## src/design/wpl_pkg.sv

```systemverilog
// constants of the wake-frame and low-power controller
// assumes a 20 MHz reference clock and a decoded management port
package wpl_pkg;
  // register offsets
  localparam logic [15:0] ADR_BASIC_CTL = 16'h0000;
  localparam logic [15:0] ADR_PHY_SPEC  = 16'h0011;
  localparam logic [15:0] ADR_ISR_TWO   = 16'h0013;
  localparam logic [15:0] ADR_DEEP_CTL  = 16'h0428;
  localparam logic [15:0] ADR_WAKE_CFG  = 16'h04A0;
  localparam logic [15:0] ADR_WAKE_STS  = 16'h04A1;
  localparam logic [15:0] ADR_NODE0     = 16'h04A2;
  localparam logic [15:0] ADR_NODE1     = 16'h04A3;
  localparam logic [15:0] ADR_NODE2     = 16'h04A4;
  localparam logic [15:0] ADR_PASS0     = 16'h04A5;
  localparam logic [15:0] ADR_PASS1     = 16'h04A6;
  localparam logic [15:0] ADR_PASS2     = 16'h04A7;
  // field positions
  localparam int          PD_BIT        = 11;
  localparam int          PIN_PD_BIT    = 0;
  localparam int          SLP_HI        = 14;
  localparam int          SLP_LO        = 12;
  localparam logic [2:0]  SLP_CODE      = 3'h6;
  localparam int          WAKE_IE_BIT   = 1;
  localparam int          WAKE_IS_BIT   = 9;
  localparam int          DPD_BIT       = 2;
  localparam int          CFG_EN_BIT    = 0;
  localparam int          CFG_BC_BIT    = 1;
  localparam int          CFG_SEC_BIT   = 2;
  localparam int          CFG_LVL_BIT   = 3;
  localparam int          CFG_PIN_BIT   = 4;
  localparam int          STS_WAKE_BIT  = 0;
  localparam int          STS_CRC_BIT   = 1;
  // reset values
  localparam logic [15:0] REG_RST       = 16'h0000;
  // pattern figures
  localparam logic [7:0]  SYNC_BYTE     = 8'hFF;
  localparam logic [2:0]  SYNC_LEN      = 3'h6;
  localparam logic [2:0]  LAST_POS      = 3'h5;
  localparam logic [3:0]  LAST_COPY     = 4'hF;
  // link pulse interval in active sleep
  localparam int          NLP_MS        = 1400;
  localparam int          CLK_KHZ       = 20000;
  localparam int          NLP_CYC_DEF   = NLP_MS * CLK_KHZ;
  localparam int          NLP_W         = 25;
  typedef enum logic [1:0] {
    M_SYNC  = 2'h0,
    M_ADDR  = 2'h1,
    M_PASS  = 2'h3,
    M_FOUND = 2'h2
  } wpl_match_t;
  typedef enum logic [1:0] {
    P_NORM  = 2'h0,
    P_SLEEP = 2'h1,
    P_IEEE  = 2'h3,
    P_DEEP  = 2'h2
  } wpl_pwr_t;
endpackage

```

## src/design/wpl_top.sv

```systemverilog
// wake-frame detector and low-power state control
// assumes byte-wide receive data and a decoded management port,
// both synchronous to ref_clk
`timescale 1ns/100ps
`default_nettype none
module wpl_top
  import wpl_pkg::*;
#(
  parameter int NLP_CYCLES = NLP_CYC_DEF
) (
  input  wire logic        ref_clk,
  input  wire logic        rst,
  input  wire logic [15:0] reg_addr,
  input  wire logic [15:0] reg_wdata,
  input  wire logic        reg_wr,
  input  wire logic        reg_rd,
  output logic      [15:0] reg_rdata,
  output logic             reg_rvalid,
  input  wire logic        rx_sof,
  input  wire logic        rx_valid,
  input  wire logic [7:0]  rx_data,
  input  wire logic        rx_eof,
  input  wire logic        rx_crc_ok,
  input  wire logic        energy_det,
  input  wire logic        partner_det,
  input  wire logic        intpd_pin_in,
  output logic             intpd_pin_out,
  output logic             intpd_pin_oe,
  output logic             wake_pin,
  output logic             nlp_send,
  output logic             analog_en,
  output logic             clock_en,
  output logic             pll_en,
  output logic      [1:0]  power_state
);

  typedef struct packed {
    logic [15:0]      bc;
    logic [15:0]      psc;
    logic             ie;
    logic             is;
    logic [15:0]      dpc;
    logic [15:0]      cfg;
    logic [47:0]      node;
    logic [47:0]      pass;
    logic             wk;
    logic             crcb;
    wpl_match_t       ms;
    logic [2:0]       pos;
    logic [3:0]       copy;
    logic [2:0]       sync;
    logic [2:0]       dpos;
    logic             duc;
    logic             dbc;
    wpl_pwr_t         pw;
    logic [NLP_W-1:0] cnt;
    logic             nlp;
    logic             wpin;
    logic [15:0]      rdata;
    logic             rvalid;
    logic             ana;
    logic             clk;
    logic             intoe;
  } wpl_state_t;

  localparam logic [NLP_W-1:0] NLP_LAST = NLP_W'(NLP_CYCLES - 1);

  wpl_state_t r_reg;
  wpl_state_t r_next;
  logic       pd_req;
  logic       sleep_en;
  logic       deep_power_down;
  logic       ev;
  logic [7:0] exp_b;
  logic [7:0] pas_b;
  logic [7:0] dst_b;

  // decoded controls and the bytes expected next
  assign pd_req   = r_reg.bc[PD_BIT]
                  | (r_reg.psc[PIN_PD_BIT] & ~intpd_pin_in);
  assign sleep_en = r_reg.psc[SLP_HI:SLP_LO] == SLP_CODE;
  assign deep_power_down      = r_reg.dpc[DPD_BIT];
  assign exp_b    = r_reg.node[{r_reg.pos, 3'h0} +: 8];
  assign pas_b    = r_reg.pass[{r_reg.pos, 3'h0} +: 8];
  assign dst_b    = r_reg.node[{r_reg.dpos, 3'h0} +: 8];

  // wake event at frame end: pattern, destination and CRC all good
  assign ev = rx_eof && rx_crc_ok && r_reg.ms == M_FOUND
           && r_reg.dpos == SYNC_LEN
           && (r_reg.duc || (r_reg.dbc && r_reg.cfg[CFG_BC_BIT]));

  // next state of the whole block
  always_comb begin
    r_next        = r_reg;
    r_next.rvalid = reg_rd;
    r_next.nlp    = 1'b0;
    // register writes
    if (reg_wr) begin
      case (reg_addr)
        ADR_BASIC_CTL: r_next.bc = reg_wdata;
        ADR_PHY_SPEC:  r_next.psc = reg_wdata;
        ADR_ISR_TWO:   r_next.ie = reg_wdata[WAKE_IE_BIT];
        ADR_DEEP_CTL:  r_next.dpc = reg_wdata;
        ADR_WAKE_CFG:  r_next.cfg = reg_wdata;
        ADR_NODE0:     r_next.node[15:0] = reg_wdata;
        ADR_NODE1:     r_next.node[31:16] = reg_wdata;
        ADR_NODE2:     r_next.node[47:32] = reg_wdata;
        ADR_PASS0:     r_next.pass[15:0] = reg_wdata;
        ADR_PASS1:     r_next.pass[31:16] = reg_wdata;
        ADR_PASS2:     r_next.pass[47:32] = reg_wdata;
        default: ;
      endcase
    end
    // register reads, status cleared by reading it
    r_next.rdata = 16'h0000;
    if (reg_rd) begin
      case (reg_addr)
        ADR_BASIC_CTL: r_next.rdata = r_reg.bc;
        ADR_PHY_SPEC:  r_next.rdata = r_reg.psc;
        ADR_ISR_TWO: begin
          r_next.rdata[WAKE_IE_BIT] = r_reg.ie;
          r_next.rdata[WAKE_IS_BIT] = r_reg.is;
          r_next.is = 1'b0;
        end
        ADR_DEEP_CTL:  r_next.rdata = r_reg.dpc;
        ADR_WAKE_CFG:  r_next.rdata = r_reg.cfg;
        ADR_WAKE_STS: begin
          r_next.rdata[STS_WAKE_BIT] = r_reg.wk;
          r_next.rdata[STS_CRC_BIT]  = r_reg.crcb;
          r_next.wk   = 1'b0;
          r_next.crcb = 1'b0;
          if (r_reg.cfg[CFG_LVL_BIT]) begin
            r_next.wpin = 1'b0;
          end
        end
        ADR_NODE0:     r_next.rdata = r_reg.node[15:0];
        ADR_NODE1:     r_next.rdata = r_reg.node[31:16];
        ADR_NODE2:     r_next.rdata = r_reg.node[47:32];
        default: ;
      endcase
    end
    // frame start clears matcher and destination check
    if (rx_sof) begin
      r_next.ms   = M_SYNC;
      r_next.sync = 3'h0;
      r_next.pos  = 3'h0;
      r_next.copy = 4'h0;
      r_next.dpos = 3'h0;
      r_next.duc  = 1'b1;
      r_next.dbc  = 1'b1;
    end else if (rx_valid) begin
      // destination: first six bytes, own or broadcast
      if (r_reg.dpos != SYNC_LEN) begin
        r_next.duc  = r_reg.duc && rx_data == dst_b;
        r_next.dbc  = r_reg.dbc && rx_data == SYNC_BYTE;
        r_next.dpos = r_reg.dpos + 3'h1;
      end
      // byte-wise pattern search, any offset, any line speed
      if (r_reg.cfg[CFG_EN_BIT]) begin
        case (r_reg.ms)
          M_SYNC: begin
            if (r_reg.sync == SYNC_LEN && rx_data == exp_b) begin
              r_next.ms  = M_ADDR;
              r_next.pos = 3'h1;
            end else if (rx_data == SYNC_BYTE) begin
              if (r_reg.sync != SYNC_LEN) begin
                r_next.sync = r_reg.sync + 3'h1;
              end
            end else begin
              r_next.sync = 3'h0;
            end
          end
          M_ADDR: begin
            if (rx_data == exp_b) begin
              if (r_reg.pos == LAST_POS) begin
                r_next.pos = 3'h0;
                if (r_reg.copy == LAST_COPY) begin
                  r_next.ms = r_reg.cfg[CFG_SEC_BIT] ? M_PASS : M_FOUND;
                end else begin
                  r_next.copy = r_reg.copy + 4'h1;
                end
              end else begin
                r_next.pos = r_reg.pos + 3'h1;
              end
            end else begin
              r_next.ms   = M_SYNC;
              r_next.sync = {2'h0, rx_data == SYNC_BYTE};
              r_next.pos  = 3'h0;
              r_next.copy = 4'h0;
            end
          end
          M_PASS: begin
            if (rx_data == pas_b) begin
              if (r_reg.pos == LAST_POS) begin
                r_next.ms = M_FOUND;
              end else begin
                r_next.pos = r_reg.pos + 3'h1;
              end
            end else begin
              r_next.ms   = M_SYNC;
              r_next.sync = {2'h0, rx_data == SYNC_BYTE};
              r_next.pos  = 3'h0;
              r_next.copy = 4'h0;
            end
          end
          M_FOUND: ;
          default: r_next.ms = M_SYNC;
        endcase
      end
    end else if (rx_eof) begin
      r_next.ms = M_SYNC;
      if (r_reg.ms == M_FOUND && !rx_crc_ok) begin
        r_next.crcb = 1'b1;
      end
    end
    // wake event; set wins over a clear by read
    if (pulse_mode()) begin
      r_next.wpin = ev && r_reg.cfg[CFG_PIN_BIT];
    end
    if (ev) begin
      r_next.wk = 1'b1;
      r_next.is = 1'b1;
      if (r_reg.cfg[CFG_PIN_BIT]) begin
        r_next.wpin = 1'b1;
      end
    end
    // power state
    case (r_reg.pw)
      P_NORM: begin
        if (pd_req) begin
          r_next.pw = deep_power_down ? P_DEEP : P_IEEE;
        end else if (sleep_en && !energy_det) begin
          r_next.pw = P_SLEEP;
        end
      end
      P_SLEEP: begin
        if (pd_req) begin
          r_next.pw = deep_power_down ? P_DEEP : P_IEEE;
        end else if (partner_det || !sleep_en) begin
          r_next.pw = P_NORM;
        end
      end
      P_IEEE, P_DEEP: begin
        if (!pd_req) begin
          r_next.pw = P_NORM;
        end else begin
          r_next.pw = deep_power_down ? P_DEEP : P_IEEE;
        end
      end
      default: r_next.pw = P_NORM;
    endcase
    // link pulse timer, runs only while asleep
    if (r_reg.pw == P_SLEEP) begin
      if (r_reg.cnt == NLP_LAST) begin
        r_next.cnt = '0;
        r_next.nlp = 1'b1;
      end else begin
        r_next.cnt = r_reg.cnt + 1'b1;
      end
    end else begin
      r_next.cnt = '0;
    end
    // power enables follow the next state
    r_next.ana   = r_next.pw == P_NORM;
    r_next.clk   = r_next.pw != P_DEEP;
    // pin released in the same cycle it turns into a power-down input
    r_next.intoe = !r_next.psc[PIN_PD_BIT] && r_next.ie && r_next.is;
  end

  function automatic logic pulse_mode();
    return !r_reg.cfg[CFG_LVL_BIT];
  endfunction

  // state register
  always_ff @(posedge ref_clk) begin
    if (rst) begin
      r_reg      <= '0;
      r_reg.bc   <= REG_RST;
      r_reg.psc  <= REG_RST;
      r_reg.dpc  <= REG_RST;
      r_reg.cfg  <= REG_RST;
      r_reg.ms   <= M_SYNC;
      r_reg.pw   <= P_NORM;
      r_reg.ana  <= 1'b1;
      r_reg.clk  <= 1'b1;
    end else begin
      r_reg <= r_next;
    end
  end

  // outputs straight from the state register, except intpd_pin_out, which is tied low
  assign reg_rdata     = r_reg.rdata;
  assign reg_rvalid    = r_reg.rvalid;
  assign intpd_pin_out = 1'b0; // open drain, low when asserted
  assign intpd_pin_oe  = r_reg.intoe;
  assign wake_pin      = r_reg.wpin;
  assign nlp_send      = r_reg.nlp;
  assign analog_en     = r_reg.ana;
  assign clock_en      = r_reg.clk;
  assign pll_en        = r_reg.clk;
  assign power_state   = r_reg.pw;

  // checks
  property p_pd_bit;
    @(posedge ref_clk) disable iff (rst)
    (r_reg.bc[PD_BIT] && !deep_power_down) |=> power_state == P_IEEE && !analog_en;
  endproperty
  a_pd_bit: assert property (p_pd_bit)
    else $error("power-down bit did not reach IEEE power-down");
  property p_pd_pin;
    @(posedge ref_clk) disable iff (rst)
    (r_reg.psc[PIN_PD_BIT] && !intpd_pin_in && !deep_power_down)
      |=> power_state == P_IEEE && clock_en;
  endproperty
  a_pd_pin: assert property (p_pd_pin)
    else $error("low power-down pin did not reach IEEE power-down");
  property p_deep;
    @(posedge ref_clk) disable iff (rst)
    (pd_req && deep_power_down) |=> power_state == P_DEEP && !pll_en && !clock_en;
  endproperty
  a_deep: assert property (p_deep)
    else $error("deep power-down did not stop the PLL");
  property p_sleep_in;
    @(posedge ref_clk) disable iff (rst)
    (power_state == P_NORM && sleep_en && !energy_det && !pd_req)
      |=> power_state == P_SLEEP;
  endproperty
  a_sleep_in: assert property (p_sleep_in)
    else $error("active sleep not entered");
  property p_sleep_out;
    @(posedge ref_clk) disable iff (rst)
    (power_state == P_SLEEP && partner_det && !pd_req)
      |=> power_state == P_NORM && analog_en;
  endproperty
  a_sleep_out: assert property (p_sleep_out)
    else $error("partner did not wake the block");
  property p_nlp;
    @(posedge ref_clk) disable iff (rst)
    nlp_send |-> $past(power_state) == P_SLEEP && r_reg.cnt == '0;
  endproperty
  a_nlp: assert property (p_nlp)
    else $error("link pulse outside active sleep");
  property p_crc;
    @(posedge ref_clk) disable iff (rst)
    $rose(r_reg.wk) |-> $past(rx_eof && rx_crc_ok);
  endproperty
  a_crc: assert property (p_crc)
    else $error("wake status set without a good frame end");
  property p_found;
    @(posedge ref_clk) disable iff (rst)
    (rx_valid && !rx_sof && r_reg.cfg[CFG_EN_BIT]
     && r_reg.ms == M_ADDR && rx_data == exp_b
     && r_reg.pos == LAST_POS && r_reg.copy == LAST_COPY
     && !r_reg.cfg[CFG_SEC_BIT]) |=> r_reg.ms == M_FOUND;
  endproperty
  a_found: assert property (p_found)
    else $error("sixteenth copy not recognised");
  property p_pulse;
    @(posedge ref_clk) disable iff (rst)
    (wake_pin && !r_reg.cfg[CFG_LVL_BIT] && !ev) |=> !wake_pin;
  endproperty
  a_pulse: assert property (p_pulse)
    else $error("wake pulse longer than one cycle");
  c_wake: cover property (@(posedge ref_clk) disable iff (rst) ev);
  c_sleep: cover property (@(posedge ref_clk) disable iff (rst)
    power_state == P_SLEEP ##1 nlp_send);
  c_deep: cover property (@(posedge ref_clk) disable iff (rst)
    power_state == P_DEEP);
  c_crcb: cover property (@(posedge ref_clk) disable iff (rst)
    $rose(r_reg.crcb));

endmodule
`default_nettype wire
```

## config.mk

```make
export PLATFORM = sky130hd
export DESIGN_NAME = wpl_top
export DESIGN_NICKNAME = d
export VERILOG_FILES = /design/src/design/wpl_pkg.sv /design/src/design/wpl_top.sv
export SDC_FILE = /design/constraint.sdc
export NUM_CORES = 1
export LEC_CHECK = 0
export ABC_AREA = 1
export CORE_ASPECT_RATIO = 0.6
export CORE_MARGIN = 10
export CORE_UTILIZATION = 42
export DETAILED_ROUTE_END_ITERATION = 7
export DONT_BUFFER_PORTS = 1
export GPL_ROUTABILITY_DRIVEN = 0
export SLEW_MARGIN = 5
export SYNTH_ARGS = -nofsm -noshare
export SYNTH_HDL_FRONTEND = slang
export SYNTH_SLANG_ARGS = --single-unit
```

## constraint.sdc

```tcl
create_clock -name ref_clk -period 2.42 [get_ports ref_clk]
set_input_delay 0.363 -clock ref_clk [delete_from_list [all_inputs] [get_ports ref_clk]]
set_output_delay 0.363 -clock ref_clk [all_outputs]
set_load 0.005 [all_outputs]
```

* After elaboration in Yosys (flattened, before gate mapping)
Cells that the tools add are included.
Storage, ports and cells: register bits after elaboration 230, output and inout bits 26, word-level logic and storage cells 195
Cells by class: $add $sub $neg 5, equality and inequality tests 44, shifts and indexed selects 3, muxes and demuxes 55, bitwise operators 5, reductions and logical operators 52
Operator list (number):
- == test 16 x 11 -> 1 bit (second input constant) | 9
- variable part select 48 x 7 -> 8 bit | 3
- one-hot mux 7 bit (7 select lines) | 1
- one-hot mux 6 bit (7 select lines) | 1
- == test 16 x 5 -> 1 bit (second input constant) | 2
- 2-to-1 mux 2 bit | 15
- AND reduction 2 bit | 13
- adder 25 x 1 -> 25 bit (second input constant) | 1
- == test 25 bit (second input constant) | 1
- == test 8 bit | 3
- 2-to-1 mux 3 bit | 7
- inequality test 3 bit (second input constant) | 7
- 2-to-1 mux 17 bit | 1
- zero test 16 bit | 1
- 2-to-1 mux 1 bit | 16
- one-hot mux 1 bit (8 select lines) | 2
- one-hot mux 5 bit (3 select lines) | 1
- AND reduction 7 bit | 2
- logical AND 1 bit | 13
- == test 3 bit (second input constant) | 4
- 2-to-1 mux 12 bit | 1
- inequality test 4 bit (second input constant) | 3
- nonzero test 2 bit | 6
- 2-to-1 mux 5 bit | 2
- other kinds (27) | 49

* Depth between registers and ports, before layout
depth after elaboration 8, depth in mapped cells 20

* Least setup slack after synthesis
No wires, ideal clock.
path kind flip-flop to flip-flop, start point reg r_reg[22] (netlist name), end point reg r_reg[44] (netlist name), library setup time 0.118 ns, data arrival time 1.833 ns, slack 0.469 ns, cell stages (with the launch flop) 13, path buffers 0, cell sequence dfxtp_1 ha_1 nand2_1 inv_1 nand4_1 nor3_1 nand3_1 nor2_2 inv_1 nor3_1 nand4_1 o21bai_1 a21oi_1
On the way: longest elaborated chain between the ends 2, elaborated cells between the ends (all ways) 3, classes of those cells add/sub (1); eq/ne (1); reduce/logical (1)
RTL lines:
- start: declaration | line wpl_top.sv:68 | wpl_state_t r_reg;
- start signal: assignment | line wpl_top.sv:287 | r_reg <= r_next;
- branches (longest 2 deep; another with adder 25 x 1 -> 25 bit)
Several ways; the timed one is not identified. A chain may end at the register's enable or synchronous reset.

* Worst setup path after layout
start point reg r_reg[62] (netlist name), end point reg r_reg[65] (netlist name)
On the way: longest elaborated chain between the ends 6, elaborated cells between the ends (all ways) 16, classes of those cells eq/ne (7); shift (2); mux (5); reduce/logical (2)
RTL lines:
- variable part select 48 x 7 -> 8 bit (on tied branches) | line wpl_top.sv:84, wpl_top.sv:83
- == test 8 bit (on tied branches) | line wpl_top.sv:193, wpl_top.sv:162, wpl_top.sv:174
- 2-to-1 mux 5 bit / 2-to-1 mux 9 bit (equally long branches) | line wpl_top.sv:193, wpl_top.sv:174
- one-hot mux 5 bit (3 select lines) | line wpl_top.sv:160 | case (r_reg.ms)
- 2-to-1 mux 12 bit | line wpl_top.sv:159 | if (r_reg.cfg[CFG_EN_BIT]) begin
- 2-to-1 mux 2 bit | line wpl_top.sv:151 | end else if (rx_valid) begin
Several ways; a longest one is shown, not always the timed one. The select of a mux whose other input is x is not followed.

==> results by group <==
Floorplan
  • Initial core utilization: 0.426
  • Full die area: about 0.034 mm^2
  • Boundary pin count: 77
  • Core Box Area: about 0.026 mm^2
  • Die width: 231 um
  • Placement row count: 46
  • Die Y: 147 um

Routing
  • DR iter-0 viols: 1346
  • Vias after detailed routing: between 10000 and 15000
  • Routed WL: 37.9 mm
  • Via density: 5.48
  • Residual DRC count: 0
  • DRT Pass-1 Iters: 5
  • Drt wl/cell: roughly 19 um
  • Routed Antenna Nets: 0

STA
  • Final period utilization: 0.969
  • Max Clk Rate: 426 MHz
  • Clock skew: 0.0249 ns
  • Endpoints failing setup: 0
  • Max-slew violation count: 0
  • Worst Tran Pin Value: 0.994 ns
  • Clock period minus worst slack: 2.34 ns
  • Final Hold Viols: 0
  • Relative slew slack: 0.320
  • Setup TNS: 0 ns

Final layout
  • Register area: 0.00461 mm^2
  • Nets@finish: 1676
  • P&R area growth vs syn: 14.6%
  • Share of cells above drive strength 1: 0.0912
  • Final core occ: 0.488
  • Layout fillers: between 2000 and 3000
  • Area of the multi-input gates: about 0.0053 mm^2
  • Antenna cell count: 0
  • Max reg flops: 205

Critical path
  • Req. time, crit path: 2.84 ns
  • CP max-delay cell: dfxtp_4
  • Worst R2R Path Depth: 18
  • Crit path DAT: 2.76 ns
  • Critical Path Start Type: flip-flop
  • Setup crit end kind: flip-flop
  • Crit path max fanout: 8
  • Crit Path Class: flip-flop to flip-flop
  • Most frequent CP cell: nand2_1
  • Setup crit start: r_reg[62]
  • CP max stage delay: between 0.3 and 0.4 ns
  • Worst R2R Start: r_reg[62]
  • Worst path cell trace: buf_4 > inv_1 > buf_6 > nand3_1 > nand2_1 > nand2_1 > nand2_1 > nand2_1 > nand2_1 > nand2_1 > nor2_4 > nand2_4 > nor2_4 > nand2_2 > nand2_2 > nand2_2 > a21oi_1 > nor2_1

Global route
  • Initial antenna violation count: 0
  • Grt ovf: 0
  • Largest net degree at the start of global routing: a little over 100
  • Global-route wire length before repair: 57.1 mm
  • Vias in the first global route: 9762
  • GRT Total Usage: 0.213

Clocking
  • CTS Buffer Depth: 3
  • Number of buffers created by CTS: 24
  • CTS H-tree lvls: 1
  • TritonCTS Sinks: 230
  • Clock Tree Root: clkbuf_16
  • Worst skew pair latency: 0.55 ns
  • Reg clk slew, reported paths: approximately 0.070 ns
  • CTS tree: built

Min path
  • Hold Path Origin: reg_wdata[4]
  • Worst min path class: input port to flip-flop
  • Hold path cells: 2

Yosys
  • Commonest register cell after synthesis: dfxtp_1
  • Adder-Cell Fraction of Synth Area: 0.00892
  • Post-synthesis area per instance: 6.94 um^2
  • Post-synthesis compound-gate area fraction: 0.247
  • Cells after Synth: 1618
  • Syn Nets: 1677
  • Synth Area in Simple Gates: 0.200
  • Main combinational cell family by area after synthesis: compound AO/OA/AOI/OAI gates
  • Post-synthesis mux area share: 0
  • FFs w/ async S/R, synth: 0
  • Sequential fraction of the synthesis area: 0.410
  • Yosys top cell by area: dfxtp_1
  • Synth warnings: 0
  • Number of flops mapped to enable cells by yosys: 0
  • Area fraction of the dominant cell type after synthesis: 0.410
  • Post-synthesis instance area: 0.0112 mm^2
  • Synth unique cells: 48
  • Synth area leaders: dfxtp_1 (41%), o21ai_0 (9.3%), a21oi_1 (9.2%), nand2_1 (9.1%), inv_1 (7.4%)
  • XOR/XNOR Fraction of Synth Area: 0.0133
  • Seq cells post-synth: 230

Power
  • Pwr dens: 622 mW/mm^2
  • VDD IR max: 634 uV
  • Leakage dissipation: between 5 and 6 nW

Place
  • Detail Placement HPWL: 27.5 mm
  • PortBufs: 0

Run status
  • Status: complete, no violations

Flow run
  • Max-cap violations: 0
==> synthesized netlist by cell type, types with 14 or more instances <==
| master | instances |
|---|---|
| nand2_1 | 271 |
| dfxtp_1 | 230 |
| inv_1 | 221 |
| o21ai_0 | 208 |
| a21oi_1 | 207 |
| nor2_1 | 122 |
| nand3_1 | 63 |
| clkbuf_1 | 60 |
| o22ai_1 | 42 |
| buf_4 | 24 |
| nor3_1 | 22 |
| o211ai_1 | 17 |
| xor2_1 | 15 |
| buf_2 | 14 |
==> worst max-delay path, delay by kind of cell (launching register included) <==
family	cells	cell delay [ns]
AND/OR/NAND/NOR	14	1.28
flip-flops	1	0.38
AO/OA/AOI/OAI	1	0.16
buffers and inverters	3	0.40
==> where the power goes <==
group | switching (mW) | internal [mW]
logic | 0.204 | 0.0777
clock network | 1.60 | 2.33
registers | 0.00468 | 3.79
total | 1.81 | 6.20
==> worst paths after layout <==
path,endpoint,slack (ns)
setup / recovery,r_reg[65],0.08
hold / removal,r_reg[218],0.02
setup reg to reg,r_reg[65],0.08
hold reg to reg,r_reg[22],0.45
==> final cells by class <==
type,count,share of cell area
well taps,360,0.0350
clock inverters,10,0.0104
clock buffers,33,0.0541
repair buffers,74,0.0623
flip-flops and latches,230,0.358
multi-input cells,1062,0.414
inverters,225,0.0657
==> metal layers <==
layer	vias to the layer above	GRT usage	routed length, um	share of wire
met5	-	0	0	0
met4	0	0.0652	1170	0.031
met3	76	0.0675	4270	0.11
met2	497	0.294	14900	0.39
met1	5015	0.305	17500	0.46
li1	5330	-	-	-
==> kinds of logic after synthesis <==
| logic type | count (synthesis) |
|---|---|
| flip-flops | 230 |
| XOR/XNOR | 17 |
| AO/OA/AOI/OAI | 514 |
| adder cells (fa/ha/maj) | 8 |
| other | 1 |
| AND/OR/NAND/NOR | 522 |
| buffers and inverters | 326 |
==> cell usage in the layout (no fill, tap or decap), types with 5 or more instances in the layout <==
cell type and count:
dlygate4sd3_1 5, nand3_1 63, o211ai_1 17, nand2_1 269, buf_4 49, nor2_4 5, o22ai_1 42, nor4_1 10
nor2_1 117, clkbuf_16 27, dfxtp_1 228, nor3_1 21, inv_1 220, a2111oi_0 11, o21ai_0 208, buf_12 15
a21oi_1 206, xor2_1 15, o21ai_1 9, nand4_1 9, nor2_2 7, ha_1 8, clkinv_2 5
==> timing repair <==
| action | CTS | global route |
|---|---|---|
| resized for setup | 1 | 18 |
| endpoints found under the hold margin | 15 | 0 |
| setup endpoints to repair | 3 | 16 |
| pin swaps | 0 | 11 |
| buffers inserted | 0 | 9 |
| cloned | 0 | 2 |
| hold buffers | 5 | 0 |
==> through the flow <==
stage	power, mW	worst slack [ns]	hold WS (ns)	area (um^2)	instances
2_1_floorplan	4.06	0.469	0.388	11200	1618
3_3_place_gp	4.14	-0.0507	0.426	11800	1935
3_5_place_dp	4.14	-0.0750	0.436	11800	1935
4_1_cts	8.05	0.0422	0.00790	12700	1983
5_1_grt	8.23	-0.00540	0.0201	12900	1994
6_report	8.00	0.0752	0.0156	12900	1994
No activity file was read; power rests on OpenSTA's default activity.
